--- config.mk ---
export PLATFORM = sky130hd
export DESIGN_NAME = jtag_debug_port_access
export DESIGN_NICKNAME = d
export VERILOG_FILES = /design/src/verilog/pin_sync2.v /design/src/verilog/jtag_debug_port_access.v
export VERILOG_INCLUDE_DIRS = /design/src /design/src/verilog
export SDC_FILE = /design/constraint.sdc
export NUM_CORES = 1
export LEC_CHECK = 0
export BUFFER_PORTS_ARGS = -buffer_cell sky130_fd_sc_hd__buf_2
export CAP_MARGIN = 25
export CORE_AREA = 2 2 116 107
export DETAILED_ROUTE_END_ITERATION = 6
export DIE_AREA = 0 0 118 109
export HOLD_SLACK_MARGIN = 0.03
export MAX_ROUTING_LAYER = met4
export PLACE_DENSITY = 0.78
export SLEW_MARGIN = 5
export SYNTH_ARGS = -nofsm -noshare
export SYNTH_HDL_FRONTEND = slang
export SYNTH_SLANG_ARGS = --single-unit
--- constraint.sdc ---
create_clock -name clk_sys -period 2.3 [get_ports clk_sys]
set_input_delay 0.46 -clock clk_sys [delete_from_list [all_inputs] [get_ports clk_sys]]
set_output_delay 0.46 -clock clk_sys [all_outputs]
set_load 0.05 [all_outputs]
--- src/verilog/jtag_dbg_regs.vh ---
`ifndef JTAG_DBG_REGS_VH
`define JTAG_DBG_REGS_VH

// ----------------------------------------------------------------------------
// Register offsets (byte addresses)
// ----------------------------------------------------------------------------
`define REG_CTRL          8'h00
`define REG_STATUS        8'h04
`define REG_IDCODE        8'h08

// ----------------------------------------------------------------------------
// Control register fields
// ----------------------------------------------------------------------------
`define CTRL_DBG_EN_BIT   0
`define CTRL_TRACE_LO     1
`define CTRL_TRACE_HI     2
`define CTRL_TO_JTAG_BIT  3
`define CTRL_RESET        32'h0000_0000

// ----------------------------------------------------------------------------
// Trace output selections
// ----------------------------------------------------------------------------
`define TRACE_OFF         2'h0
`define TRACE_SINGLE      2'h1
`define TRACE_PARALLEL    2'h2

// ----------------------------------------------------------------------------
// Debug port selection setting encodings
// ----------------------------------------------------------------------------
`define DPS_JTAG4         2'h0
`define DPS_JTAG5         2'h1
`define DPS_SWD           2'h2
`define DPS_DISABLED      2'h3

// ----------------------------------------------------------------------------
// Test access port instructions
// ----------------------------------------------------------------------------
`define INS_EXTEST        4'h0
`define INS_IDCODE        4'h1
`define INS_SAMPLE        4'h2
`define INS_DEVRESET      4'h8
`define INS_BYPASS        4'hF
`define IR_CAPTURE        4'h1

// ----------------------------------------------------------------------------
// Identity and key values (arbitrary)
// ----------------------------------------------------------------------------
`define DEV_IDCODE        32'h0ABC_0001
`define SWD_KEY           16'hE79E

// ----------------------------------------------------------------------------
// Timing
// ----------------------------------------------------------------------------
`define CLK_PERIOD_PS     8000
`define KEY_WINDOW_US     8

`endif

--- src/verilog/pin_sync2.v ---
`timescale 1ns/1ps
`default_nettype none

module pin_sync2 #(
  parameter W = 6
) (
  input  wire         clk_sys,
  input  wire         rst_n,
  input  wire [W-1:0] pin_in,
  output reg  [W-1:0] pin_sync_q
);

  reg [W-1:0] meta_q;

  // The first stage feeds only the second stage
  always @(posedge clk_sys or negedge rst_n) begin
    if (!rst_n) begin
      meta_q     <= {W{1'b0}};
      pin_sync_q <= {W{1'b0}};
    end else begin
      meta_q     <= pin_in;
      pin_sync_q <= meta_q;
    end
  end

endmodule // pin_sync2

`default_nettype wire

--- src/verilog/jtag_debug_port_access.v ---
// Function
// - Test port pins active by default; when disabled, pins become general I/O.
// - Four mandatory pins plus optional active-low test reset pin.
// - Both ports give debug access; only test port gives boundary scan.
// - Debug and trace units start disabled; only firmware enables them.
// - Host reset via test register honoured unless ports-disabled setting.
// - Mode-select pin input-only in test mode, bidirectional for serial-wire.
// - Security lock permanently disables all programming, debug, test ports.
// - Trace via single-pin output or multi-pin parallel port.
// - Serial-wire enabled on one pin pair after key within 8 us.
//
// Design decisions made here: the register addresses and strobed register access.
`timescale 1ns/1ps
`default_nettype none
`include "jtag_dbg_regs.vh"

module jtag_debug_port_access (
  input  wire        clk_sys,
  input  wire        rst_n,
  input  wire [7:0]  reg_addr,
  input  wire [31:0] reg_wdata,
  input  wire        reg_wr,
  input  wire        reg_rd,
  output reg  [31:0] reg_rdata,
  input  wire        tck_in,
  input  wire        tms_in,
  input  wire        tdi_in,
  input  wire        trst_n_in,
  input  wire        usb_dp_in,
  input  wire        usb_dm_in,
  output reg         tdo_out,
  output reg         tdo_oe,
  output reg         tms_out,
  output reg         tms_oe,
  output reg         usb_dm_out,
  output reg         usb_dm_oe,
  input  wire        swd_drive,
  input  wire        swd_dout,
  input  wire [1:0]  debug_port_select_setting,
  input  wire        security_lock,
  input  wire [7:0]  bscan_in,
  output reg  [7:0]  bscan_out,
  output reg         bscan_oe,
  output reg         device_reset_req,
  output reg         jtag_pins_gpio,
  output reg         swd_on_jtag_pins,
  output reg         swd_on_usb_pins,
  output reg         debug_enable,
  output reg         single_pin_trace_output_en,
  output reg         parallel_trace_port_en
);

  // --------------------------------------------------------------------------
  // Constants
  // --------------------------------------------------------------------------
  localparam KEY_WIN_CYC = (`KEY_WINDOW_US * 1000000) / `CLK_PERIOD_PS;
  localparam [9:0] KEY_WIN = KEY_WIN_CYC[9:0];

  localparam [3:0] S_TLR   = 4'h0;
  localparam [3:0] S_RTI   = 4'h1;
  localparam [3:0] S_SELDR = 4'h2;
  localparam [3:0] S_CAPDR = 4'h3;
  localparam [3:0] S_SHDR  = 4'h4;
  localparam [3:0] S_EX1DR = 4'h5;
  localparam [3:0] S_PADR  = 4'h6;
  localparam [3:0] S_EX2DR = 4'h7;
  localparam [3:0] S_UPDR  = 4'h8;
  localparam [3:0] S_SELIR = 4'h9;
  localparam [3:0] S_CAPIR = 4'hA;
  localparam [3:0] S_SHIR  = 4'hB;
  localparam [3:0] S_EX1IR = 4'hC;
  localparam [3:0] S_PAIR  = 4'hD;
  localparam [3:0] S_EX2IR = 4'hE;
  localparam [3:0] S_UPIR  = 4'hF;

  // --------------------------------------------------------------------------
  // Pin synchronisers and edge detection
  // --------------------------------------------------------------------------
  wire [5:0] pins_s;
  reg  [1:0] clk_prev_q;
  wire       tck_s = pins_s[0];
  wire       tms_s = pins_s[1];
  wire       tdi_s = pins_s[2];
  wire       trst_n_s = pins_s[3];
  wire       tck_rise = tck_s & ~clk_prev_q[0];
  wire       tck_fall = ~tck_s & clk_prev_q[0];
  wire       usb_rise = pins_s[4] & ~clk_prev_q[1];

  pin_sync2 #(.W(6)) u_sync (
    .clk_sys    (clk_sys),
    .rst_n      (rst_n),
    .pin_in     ({usb_dm_in, usb_dp_in, trst_n_in, tdi_in, tms_in, tck_in}),
    .pin_sync_q (pins_s)
  );

  always @(posedge clk_sys or negedge rst_n) begin
    if (!rst_n) begin
      clk_prev_q <= 2'b00;
    end else begin
      clk_prev_q <= {pins_s[4], tck_s};
    end
  end

  // --------------------------------------------------------------------------
  // Strap capture after reset release
  // --------------------------------------------------------------------------
  reg       strap_done_q;
  reg [1:0] dps_q;
  reg       locked_q;
  reg       jtag_sel_q;
  reg       ctrl_to_jtag;

  // Until straps are caught everything behaves as disabled
  always @(posedge clk_sys or negedge rst_n) begin
    if (!rst_n) begin
      strap_done_q <= 1'b0;
      dps_q        <= `DPS_DISABLED;
      locked_q     <= 1'b1;
    end else if (!strap_done_q) begin
      strap_done_q <= 1'b1;
      dps_q        <= debug_port_select_setting;
      locked_q     <= security_lock;
    end
  end

  wire dps_jtag = (dps_q == `DPS_JTAG4) || (dps_q == `DPS_JTAG5);
  wire port_ok  = strap_done_q & ~locked_q;

  // --------------------------------------------------------------------------
  // Serial-wire key detection on both pin pairs
  // --------------------------------------------------------------------------
  reg  [9:0]  win_cnt_q;
  reg  [15:0] key_sr_q [0:1];
  reg  [1:0]  swd_q;
  wire [1:0]  pair_rise = {usb_rise, tck_rise};
  wire [1:0]  pair_dat  = {pins_s[5], tms_s};
  wire        win_open  = port_ok && (win_cnt_q < KEY_WIN);

  always @(posedge clk_sys or negedge rst_n) begin
    if (!rst_n) begin
      win_cnt_q <= 10'h000;
    end else if (strap_done_q && win_open) begin
      win_cnt_q <= win_cnt_q + 10'h001;
    end
  end

  genvar gp;
  generate
    for (gp = 0; gp < 2; gp = gp + 1) begin : g_key
      always @(posedge clk_sys or negedge rst_n) begin
        if (!rst_n) begin
          key_sr_q[gp] <= 16'h0000;
        end else if (ctrl_to_jtag) begin
          // A stale key must not re-acquire serial-wire after a switch back
          key_sr_q[gp] <= 16'h0000;
        end else if (pair_rise[gp]) begin
          key_sr_q[gp] <= {key_sr_q[gp][14:0], pair_dat[gp]};
        end
      end
    end
  endgenerate

  // First pair to see the key owns serial-wire; the other is locked out
  always @(posedge clk_sys or negedge rst_n) begin
    if (!rst_n) begin
      swd_q <= 2'b00;
    end else if (!port_ok) begin
      swd_q <= 2'b00;
    end else if (ctrl_to_jtag) begin
      swd_q <= 2'b00;
    end else if (win_open && (swd_q == 2'b00)) begin
      if (key_sr_q[0] == `SWD_KEY) begin
        swd_q <= 2'b01;
      end else if (key_sr_q[1] == `SWD_KEY) begin
        swd_q <= 2'b10;
      end
    end
  end

  // Default selection brings the test port up; key or register may change it
  always @(posedge clk_sys or negedge rst_n) begin
    if (!rst_n) begin
      jtag_sel_q <= 1'b0;
    end else if (!port_ok) begin
      jtag_sel_q <= 1'b0;
    end else if (ctrl_to_jtag) begin
      jtag_sel_q <= 1'b1;
    end else if (swd_q[0]) begin
      jtag_sel_q <= 1'b0;
    end else if (!strap_done_q || win_cnt_q == 10'h000) begin
      jtag_sel_q <= dps_jtag;
    end
  end

  wire jtag_on = jtag_sel_q & port_ok & ~swd_q[0];

  // --------------------------------------------------------------------------
  // Test access port controller
  // --------------------------------------------------------------------------
  reg  [3:0]  tap_q;
  reg  [3:0]  tap_d;
  reg  [3:0]  ir_sr_q;
  reg  [3:0]  ir_q;
  reg  [31:0] dr_sr_q;
  // Test reset pin only counts in 5-wire mode; mode-select reset always works
  wire        trst_hit = (dps_q == `DPS_JTAG5) & ~trst_n_s;

  always @* begin
    case (tap_q)
      S_TLR:   tap_d = tms_s ? S_TLR   : S_RTI;
      S_RTI:   tap_d = tms_s ? S_SELDR : S_RTI;
      S_SELDR: tap_d = tms_s ? S_SELIR : S_CAPDR;
      S_CAPDR: tap_d = tms_s ? S_EX1DR : S_SHDR;
      S_SHDR:  tap_d = tms_s ? S_EX1DR : S_SHDR;
      S_EX1DR: tap_d = tms_s ? S_UPDR  : S_PADR;
      S_PADR:  tap_d = tms_s ? S_EX2DR : S_PADR;
      S_EX2DR: tap_d = tms_s ? S_UPDR  : S_SHDR;
      S_UPDR:  tap_d = tms_s ? S_SELDR : S_RTI;
      S_SELIR: tap_d = tms_s ? S_TLR   : S_CAPIR;
      S_CAPIR: tap_d = tms_s ? S_EX1IR : S_SHIR;
      S_SHIR:  tap_d = tms_s ? S_EX1IR : S_SHIR;
      S_EX1IR: tap_d = tms_s ? S_UPIR  : S_PAIR;
      S_PAIR:  tap_d = tms_s ? S_EX2IR : S_PAIR;
      S_EX2IR: tap_d = tms_s ? S_UPIR  : S_SHIR;
      S_UPIR:  tap_d = tms_s ? S_SELDR : S_RTI;
      default: tap_d = S_TLR;
    endcase
  end

  always @(posedge clk_sys or negedge rst_n) begin
    if (!rst_n) begin
      tap_q            <= S_TLR;
      ir_sr_q          <= 4'h0;
      ir_q             <= `INS_IDCODE;
      dr_sr_q          <= 32'h0000_0000;
      bscan_out        <= 8'h00;
      bscan_oe         <= 1'b0;
      device_reset_req <= 1'b0;
    end else begin
      device_reset_req <= 1'b0;
      if (!jtag_on || trst_hit) begin
        tap_q    <= S_TLR;
        ir_q     <= `INS_IDCODE;
        bscan_oe <= 1'b0;
      end else if (tck_rise) begin
        tap_q <= tap_d;
        case (tap_q)
          S_TLR: begin
            ir_q     <= `INS_IDCODE;
            bscan_oe <= 1'b0;
          end
          S_CAPIR: ir_sr_q <= `IR_CAPTURE;
          S_SHIR:  ir_sr_q <= {tdi_s, ir_sr_q[3:1]};
          S_UPIR:  ir_q    <= ir_sr_q;
          S_CAPDR: begin
            case (ir_q)
              `INS_IDCODE: dr_sr_q <= `DEV_IDCODE;
              `INS_SAMPLE, `INS_EXTEST: dr_sr_q <= {24'h00_0000, bscan_in};
              default:     dr_sr_q <= 32'h0000_0000;
            endcase
          end
          S_SHDR: begin
            case (ir_q)
              `INS_IDCODE: dr_sr_q <= {tdi_s, dr_sr_q[31:1]};
              `INS_SAMPLE, `INS_EXTEST: dr_sr_q <= {24'h00_0000, tdi_s, dr_sr_q[7:1]};
              default:     dr_sr_q <= {31'h0000_0000, tdi_s};
            endcase
          end
          S_UPDR: begin
            if (ir_q == `INS_EXTEST) begin
              bscan_out <= dr_sr_q[7:0];
              bscan_oe  <= 1'b1;
            end
            // Ports-disabled setting blocks the register-triggered reset
            if (ir_q == `INS_DEVRESET && dr_sr_q[0] && dps_q != `DPS_DISABLED) begin
              device_reset_req <= 1'b1;
            end
          end
          default: ir_q <= ir_q;
        endcase
      end
    end
  end

  // Data out changes on the falling test clock edge, per the scan convention
  always @(posedge clk_sys or negedge rst_n) begin
    if (!rst_n) begin
      tdo_out <= 1'b0;
      tdo_oe  <= 1'b0;
    end else if (!jtag_on) begin
      tdo_out <= 1'b0;
      tdo_oe  <= 1'b0;
    end else if (tck_fall) begin
      tdo_out <= (tap_q == S_SHIR) ? ir_sr_q[0] : dr_sr_q[0];
      tdo_oe  <= (tap_q == S_SHIR) || (tap_q == S_SHDR);
    end
  end

  // --------------------------------------------------------------------------
  // Pin direction and serial-wire data drive
  // --------------------------------------------------------------------------
  always @(posedge clk_sys or negedge rst_n) begin
    if (!rst_n) begin
      tms_out          <= 1'b0;
      tms_oe           <= 1'b0;
      usb_dm_out       <= 1'b0;
      usb_dm_oe        <= 1'b0;
      jtag_pins_gpio   <= 1'b1;
      swd_on_jtag_pins <= 1'b0;
      swd_on_usb_pins  <= 1'b0;
    end else begin
      // Mode-select pin only turns around while serial-wire owns it
      tms_out          <= swd_dout;
      tms_oe           <= swd_q[0] & ~jtag_on & ~dps_jtag & swd_drive;
      usb_dm_out       <= swd_dout;
      usb_dm_oe        <= swd_q[1] & swd_drive;
      jtag_pins_gpio   <= ~jtag_on & ~swd_q[0];
      swd_on_jtag_pins <= swd_q[0];
      swd_on_usb_pins  <= swd_q[1];
    end
  end

  // --------------------------------------------------------------------------
  // Firmware control of debug and trace units
  // --------------------------------------------------------------------------
  reg  [31:0] ctrl_q;
  wire        wr_ctrl = reg_wr && (reg_addr == `REG_CTRL);

  always @* begin
    ctrl_to_jtag = wr_ctrl && reg_wdata[`CTRL_TO_JTAG_BIT] && port_ok;
  end

  always @(posedge clk_sys or negedge rst_n) begin
    if (!rst_n) begin
      ctrl_q <= `CTRL_RESET;
    end else if (wr_ctrl) begin
      ctrl_q <= {29'h0000_0000, reg_wdata[`CTRL_TRACE_HI:`CTRL_TRACE_LO],
                 reg_wdata[`CTRL_DBG_EN_BIT]};
    end
  end

  wire [1:0] trace_sel = ctrl_q[`CTRL_TRACE_HI:`CTRL_TRACE_LO];

  always @(posedge clk_sys or negedge rst_n) begin
    if (!rst_n) begin
      debug_enable               <= 1'b0;
      single_pin_trace_output_en <= 1'b0;
      parallel_trace_port_en     <= 1'b0;
    end else begin
      debug_enable               <= ctrl_q[`CTRL_DBG_EN_BIT] & port_ok;
      single_pin_trace_output_en <= ctrl_q[`CTRL_DBG_EN_BIT] & port_ok &
                                    (trace_sel == `TRACE_SINGLE);
      parallel_trace_port_en     <= ctrl_q[`CTRL_DBG_EN_BIT] & port_ok &
                                    (trace_sel == `TRACE_PARALLEL);
    end
  end

  // --------------------------------------------------------------------------
  // Register read port
  // --------------------------------------------------------------------------
  always @(posedge clk_sys or negedge rst_n) begin
    if (!rst_n) begin
      reg_rdata <= 32'h0000_0000;
    end else if (reg_rd) begin
      case (reg_addr)
        `REG_CTRL:   reg_rdata <= ctrl_q;
        `REG_STATUS: reg_rdata <= {18'h0_0000, ir_q, tap_q, swd_q, locked_q, jtag_on,
                                   dps_q};
        `REG_IDCODE: reg_rdata <= `DEV_IDCODE;
        default:     reg_rdata <= 32'h0000_0000;
      endcase
    end else begin
      reg_rdata <= 32'h0000_0000;
    end
  end

endmodule // jtag_debug_port_access

`default_nettype wire

**Word level (Yosys, flattened, before mapping)**

Index checks and enable logic that the tools add are counted.
W data, S select, Z words.

- Output and inout bits: 54
- Logic and storage cells: 175
- Register bits after elaboration: 159

- Add/subtract/negate cells: 1
- Reductions and logical operators: 37
- Magnitude comparators: 1
- Equal/unequal tests: 31
- Bitwise operators: 24
- Mux-type cells: 50

Operators by type and width:

| operator | number |
|---|---|
| $pmux W32 S2 | 2 |
| $pmux W28 S3 | 1 |
| $mux W16 | 4 |
| $pmux W28 S2 | 1 |
| $pmux W4 S12 | 1 |
| $eq A4 B4 Y1 const B | 9 |
| $eq A16 B16 Y1 const B | 2 |
| $mux W4 | 8 |
| $mux W28 | 1 |
| $mux W1 | 19 |
| $eq A4 B3 Y1 const B | 4 |
| $mux W2 | 8 |
| $pmux W4 S2 | 2 |
| $and A1 B1 Y1 | 15 |
| $eq A4 B2 Y1 const B | 3 |
| $add A10 B1 Y10 const B | 1 |
| $logic_not A10 Y1 | 1 |
| $lt A10 B10 Y1 const B | 1 |
| $reduce_bool A2 Y1 | 5 |
| $not A1 Y1 | 9 |
| $reduce_and A3 Y1 | 3 |
| $eq A4 B1 Y1 const B | 2 |
| $eq A8 B3 Y1 const B | 1 |
| $eq A8 B4 Y1 const B | 1 |
| other kinds (19) | 40 |

**Longest topological paths before layout**

- Depth in word-level cells: 8
- Gate-level depth with buffers: 6
- Depth with buffers taken out: 6

**Modules after synthesis**

From an unflattened synthesis, not the netlist that was laid out.

- Cell total of the unflattened synthesis: 562
- Area, all modules: 6267.3 µm²

Modules (own cells, without submodules):

| module | times used | area each (µm²) | cells each | sequential area each (µm²) |
|---|---|---|---|---|
| jtag_debug_port_access | 1 | 5967.0 | 550 | 3359.5 |
| pin_sync2 | 1 | 300.3 | 12 | 300.3 |

**Worst setup path before layout**

Ideal clock, no wire load.

- Path kind: register to register
- Start point: register dps_q[0]
- End point: register ir_q[0]
- Setup slack: 563 ps
- Buffers on the path: 0
- Period minus slack after synthesis: 1737 ps
- Setup time: 82 ps
- Cell stages (with the launch flop): 5
- Data arrival time: 1655 ps
- Path through: dfstp_2 -> or3b_2 -> nand2_1 -> a21o_1 -> mux2_2

- Word-level cells in the longest chain between the ends: 5
- Elaborated cells between the ends (all ways): 7
- Those cells by class: eq/ne: 1; mux: 1; bitwise: 1; reduce/logical: 4

RTL lines:

| item | line | source |
|---|---|---|
| start, declared | jtag_debug_port_access.v:108 | `reg [1:0] dps_q;` |
| start signal, assigned | jtag_debug_port_access.v:117 | `` dps_q <= `DPS_DISABLED; `` |
| start signal, assigned | jtag_debug_port_access.v:121 | `dps_q <= debug_port_select_setting;` |
| $eq A2 B1 Y1 (no source line) (*) | n/a |  |
| $and A1 B1 Y1 (*) | jtag_debug_port_access.v:206 | `` wire trst_hit = (dps_q == `DPS_JTAG5) & ~trst_n_s; `` |
| $logic_or A1 B1 Y1 (*) | jtag_debug_port_access.v:241 | `if (!jtag_on \|\| trst_hit) begin` |
| $reduce_bool A3 Y1 (no source line) / $reduce_bool A2 Y1 (equally long branches) | n/a |  |
| $reduce_and A2 Y1 (no source line) | n/a |  |
| end signal, assigned | jtag_debug_port_access.v:243 | `` ir_q <= `INS_IDCODE; `` |
| end signal, assigned | jtag_debug_port_access.v:249 | `` ir_q <= `INS_IDCODE; `` |
| end signal, assigned | jtag_debug_port_access.v:254 | `S_UPIR: ir_q <= ir_sr_q;` |
| end, declared | jtag_debug_port_access.v:203 | `reg [3:0] ir_q;` |

Every way passes the cells marked *; elsewhere a longest branch is shown, timed or not.
A chain may end at the register's enable or synchronous reset.

**Final worst setup path**

Ends and elaborated chain as after synthesis.

==> impl_summary.md <==
Run status
The flow ran to the end, and the final reports show no timing, DRC or antenna violations.

Yosys
The biggest area consumer among synthesized cells is dfrtp_1. The post-synthesis register bit count is 146. The cell area after synthesis is 6260 um^2. For this run, the number of Yosys warnings is 0. The sequential-to-total area share from yosys stat is 0.585.

Ranked by total cell area, the synthesized netlist is headed by dfrtp_1, nand2_1, a21oi_1, mux2_2, a22o_1. Among all flip-flop cells after synthesis, the most frequent one is dfrtp_1. The number of flops mapped to enable cells by yosys is 0.

Of the post-synthesis cell area, the dominant cell type holds 0.564. In the synthesized netlist the async set-or-reset flop fraction comes to 1.00. The number of different library cells used by synthesis comes to 63. In this run the mean area of a mapped cell was 11.2 um^2.

The number of standard cells after synthesis is 560.

Floorplanning
The floorplan step set the die height to 109 um. The number of standard-cell rows in the floorplan is 38. The count of boundary I/O pins is 117. The total die area is 12900 um^2. The standard cell core area is 11700 um^2. The die is 118 um wide. For this configuration, the core starts out at a cell density of 0.533.

Worst setup path
At the worst endpoint, the arrival time is 2.25 ns. In this run the worst path has a maximum fanout of 5. The peak per-stage delay on the critical path is 0.56 ns. The sort of element at the start of the critical path is a flip-flop. The endpoint required time on the critical path is 2.65 ns. The cell count of the worst reg-to-reg path is 4. Walking the worst path, the cells encountered are or3b_2 -> nand2_1 -> a21o_1 -> mux2_2. The endpoint kind of the worst setup timing path is a flip-flop. The type of the worst setup path is reg2reg. The cell type of the slowest stage on the worst timing path is dfstp_2.

Detailed routing
Summed over all layers, the routed wires come to 12400 um. The count of vias placed by the detailed router is 4422. The number of routed nets with antenna violations is 0.

After detailed routing, the average wire length per cell comes to 15.2 um. The pre-antenna-repair detailed-routing pass consisted of 5 iterations. The post-detailed-route via-to-cell ratio is 5.46. The final routed DRC violation total is 0.

The number of DRC violations after detailed-routing iteration 0 is 383.

Clock network
The post-cts sizing count is 0. TritonCTS built the clock tree. After clock tree synthesis, the clock-pin slew on the worst setup and hold paths is 0.06 ns. The deepest level of the CTS H-tree is 4.

Buffers added to address setup during post-CTS repair amount to 0. No sink is reached through more buffers than the 2 on the longest clock path. The count of clock tree sinks is 146. Clock tree synthesis inserted a total of 17 buffers. The clock reaches the later pin of the worst-skew pair after 0.42 ns. The master cell of the clock root buffer is clkbuf_16.

Timing
The number of failing setup endpoints in the final timing report is 0. Setup total negative slack on the finished layout was measured at 0 ns. The max-slew violation count came to 0.

The clock arrives with 0.00759 ns of skew. The worst path in the final design needs a cycle of 1.90 ns, including I/O delays and setup. Setup repair after global routing left no endpoint under its margin. The total count of hold-check failures in the final report was 0. The fraction of the cycle the final worst path needs is 0.827. The max-slew headroom at the worst pin is 0.619. At the pin with the least slew margin, the transition time is 0.571 ns. The top achievable clock speed is 526 MHz.

Placement
The HPWL after detailed placement is 8090 um. Port buffering added 77 buffers. At the end of routability-driven placement, the weighted congestion stood at 0.882.

GRT
The number of global-route vias before repair is 4290. The first global-routing pass estimated 20600 um of wire. The number of antenna violations at the first check in global routing is 0. The total congestion overflow after global routing is 0. The global router's overall resource usage is 0.210. Entering global routing, the biggest net connects 66 pins.

Power and ir drop
The total net switching power is 1.43 mW. Of the total power, the clock network draws 0.434. The power density over the cells is 815 nW/um^2.

The internal cell power is 4.56 mW. Across the VDD grid, the largest voltage drop is 0.480 mV. Of the total power, the share spent switching nets is 0.239. The cell leakage power is 3.64 nW. The share of total power dissipated in sequential elements is 0.485. The combinational share of power is 0.081.

Cells and area
The proportion of layout cells with a drive suffix above 1 is 0.243. The fraction of the core area covered by cells at the end of the flow is 0.626. The antenna cell count is 0. The layout overhead on the synthesized area is 17.5%. The net total in the final layout is 702.

Run
Across the run, the number of max-cap violations was 0.

Worst hold path
The type of the worst min-delay path is in2reg. The number of stages on the worst hold path is 1.
cell families (layout without fill, tap and decap cells):
kind of cell / after synthesis / in the layout / share of synthesized area
buffers and inverters: 64 / 144 / 0.0544
AOI/OAI and AO/OA: 108 / 108 / 0.111
muxes: 37 / 37 / 0.0637
DFF: 146 / 146 / 0.585
xor gates and xnor gates: 9 / 9 / 0.0126
adders and majority gates: 2 / 2 / 0.00400
other: 2 / 12 / 0.00120
and+or+nand+nor: 192 / 192 / 0.168
cells in the final DEF, fill, tap and decap left out, drive strengths merged, types with 16 or more instances in the layout:
| cell type | instances |
|---|---|
| inv | 16 |
| a22o | 23 |
| mux2 | 23 |
| clkbuf | 27 |
| o21ai | 21 |
| dfrtp | 141 |
| a21oi | 41 |
| buf | 95 |
| nand2 | 85 |
area by class of cell:
cell class                 instances  area (um^2)
fill                             890         4390
sequential                       146         3660
multi-input combinational        360         2300
timing repair buffer              96          574
clock buffer                      27          513
tap                              160          200
inverter                          16         60.1
clock inverter                     5         50.0
Yosys cell counts, types with 4 or more instances:
library cell,n
mux2i_1,14
and3_1,7
buf_4,20
nor2b_1,11
dfstp_2,5
a31oi_1,4
nand3_1,9
a22o_1,23
buf_2,8
nor2_1,7
and2_1,14
a21oi_1,41
xnor2_1,7
nand4b_1,5
inv_1,16
mux2_1,5
o21ai_0,18
nand2_1,85
nand2b_1,4
clkbuf_1,18
nand4_1,5
dfrtp_1,141
nor3_1,11
mux2_2,18
nor3b_1,9
worst max-delay path, delay by kind of cell, from the launching register on:
family           cells  cell delay [ns]
flip-flops           1             0.56
AND/OR/NAND/NOR      2             0.67
AO/OA/AOI/OAI        1             0.24
multiplexers         1             0.37
state kept, by name, indices dropped and copies added, names as in the netlist, 3 cells and up:
register           cells
win_cnt_q             10
bscan_out              8
ctrl_q                 3
tap_q                  4
ir_q                   4
u_sync.meta_q          6
u_sync.pin_sync_q      6
key_sr_q              32
dr_sr_q               32
reg_rdata             15
ir_sr_q                4
routing by layer:
metal	vias to the layer above	global-route usage	share of wire
li1	2085	-	-
met3	14	0.0528	0.049
met1	2182	0.266	0.45
met2	141	0.329	0.48
met5	-	-	0
met4	0	0.0835	0.016
repair_timing:
item                                    4_1_cts  5_1_grt
endpoints found under the setup margin        0        0
endpoints found under the hold margin        27        0
hold buffers                                  1        0
path summary, 6_finish.rpt:
path | slack (ns) | startpoint | to
worst max-delay path | 0.40 | dps_q[0] | ir_q[0]
worst min-delay path | 0.15 | tdi_in | u_sync.meta_q[2]
worst max register to register | 0.40 | dps_q[0] | ir_q[0]
worst min register to register | 0.35 | u_sync.meta_q[4] | u_sync.pin_sync_q[4]
max in group asynchronous | 1.16 | rst_n | ir_q[0]
min in group asynchronous | 0.48 | rst_n | u_sync.meta_q[4]
power by group through the flow:
stage / Clock [mW] / Combinational (mW) / Sequential (mW)
2_1_floorplan: 0 / 0.335 / 2.91
3_3_place_gp: 0 / 0.450 / 2.93
3_5_place_dp: 0 / 0.483 / 2.94
4_1_cts: 2.63 / 0.492 / 2.90
5_1_grt: 2.75 / 0.541 / 2.93
6_report: 2.60 / 0.486 / 2.90
through the flow:
step / cell area [um^2] / worst slack (ns) / hold slack (ns) / power (mW) / cells
floorplan: 6300 / 0.563 / 0.164 / 3.24 / 570
finish: 7360 / 0.398 / 0.148 / 5.99 / 810
global placement: 6780 / 0.425 / 0.332 / 3.38 / 777
CTS: 7360 / 0.408 / 0.135 / 6.03 / 810
detailed placement: 6780 / 0.415 / 0.338 / 3.42 / 777
global route: 7360 / 0.316 / 0.137 / 6.22 / 810
No activity file was read; power rests on OpenSTA's default activity.
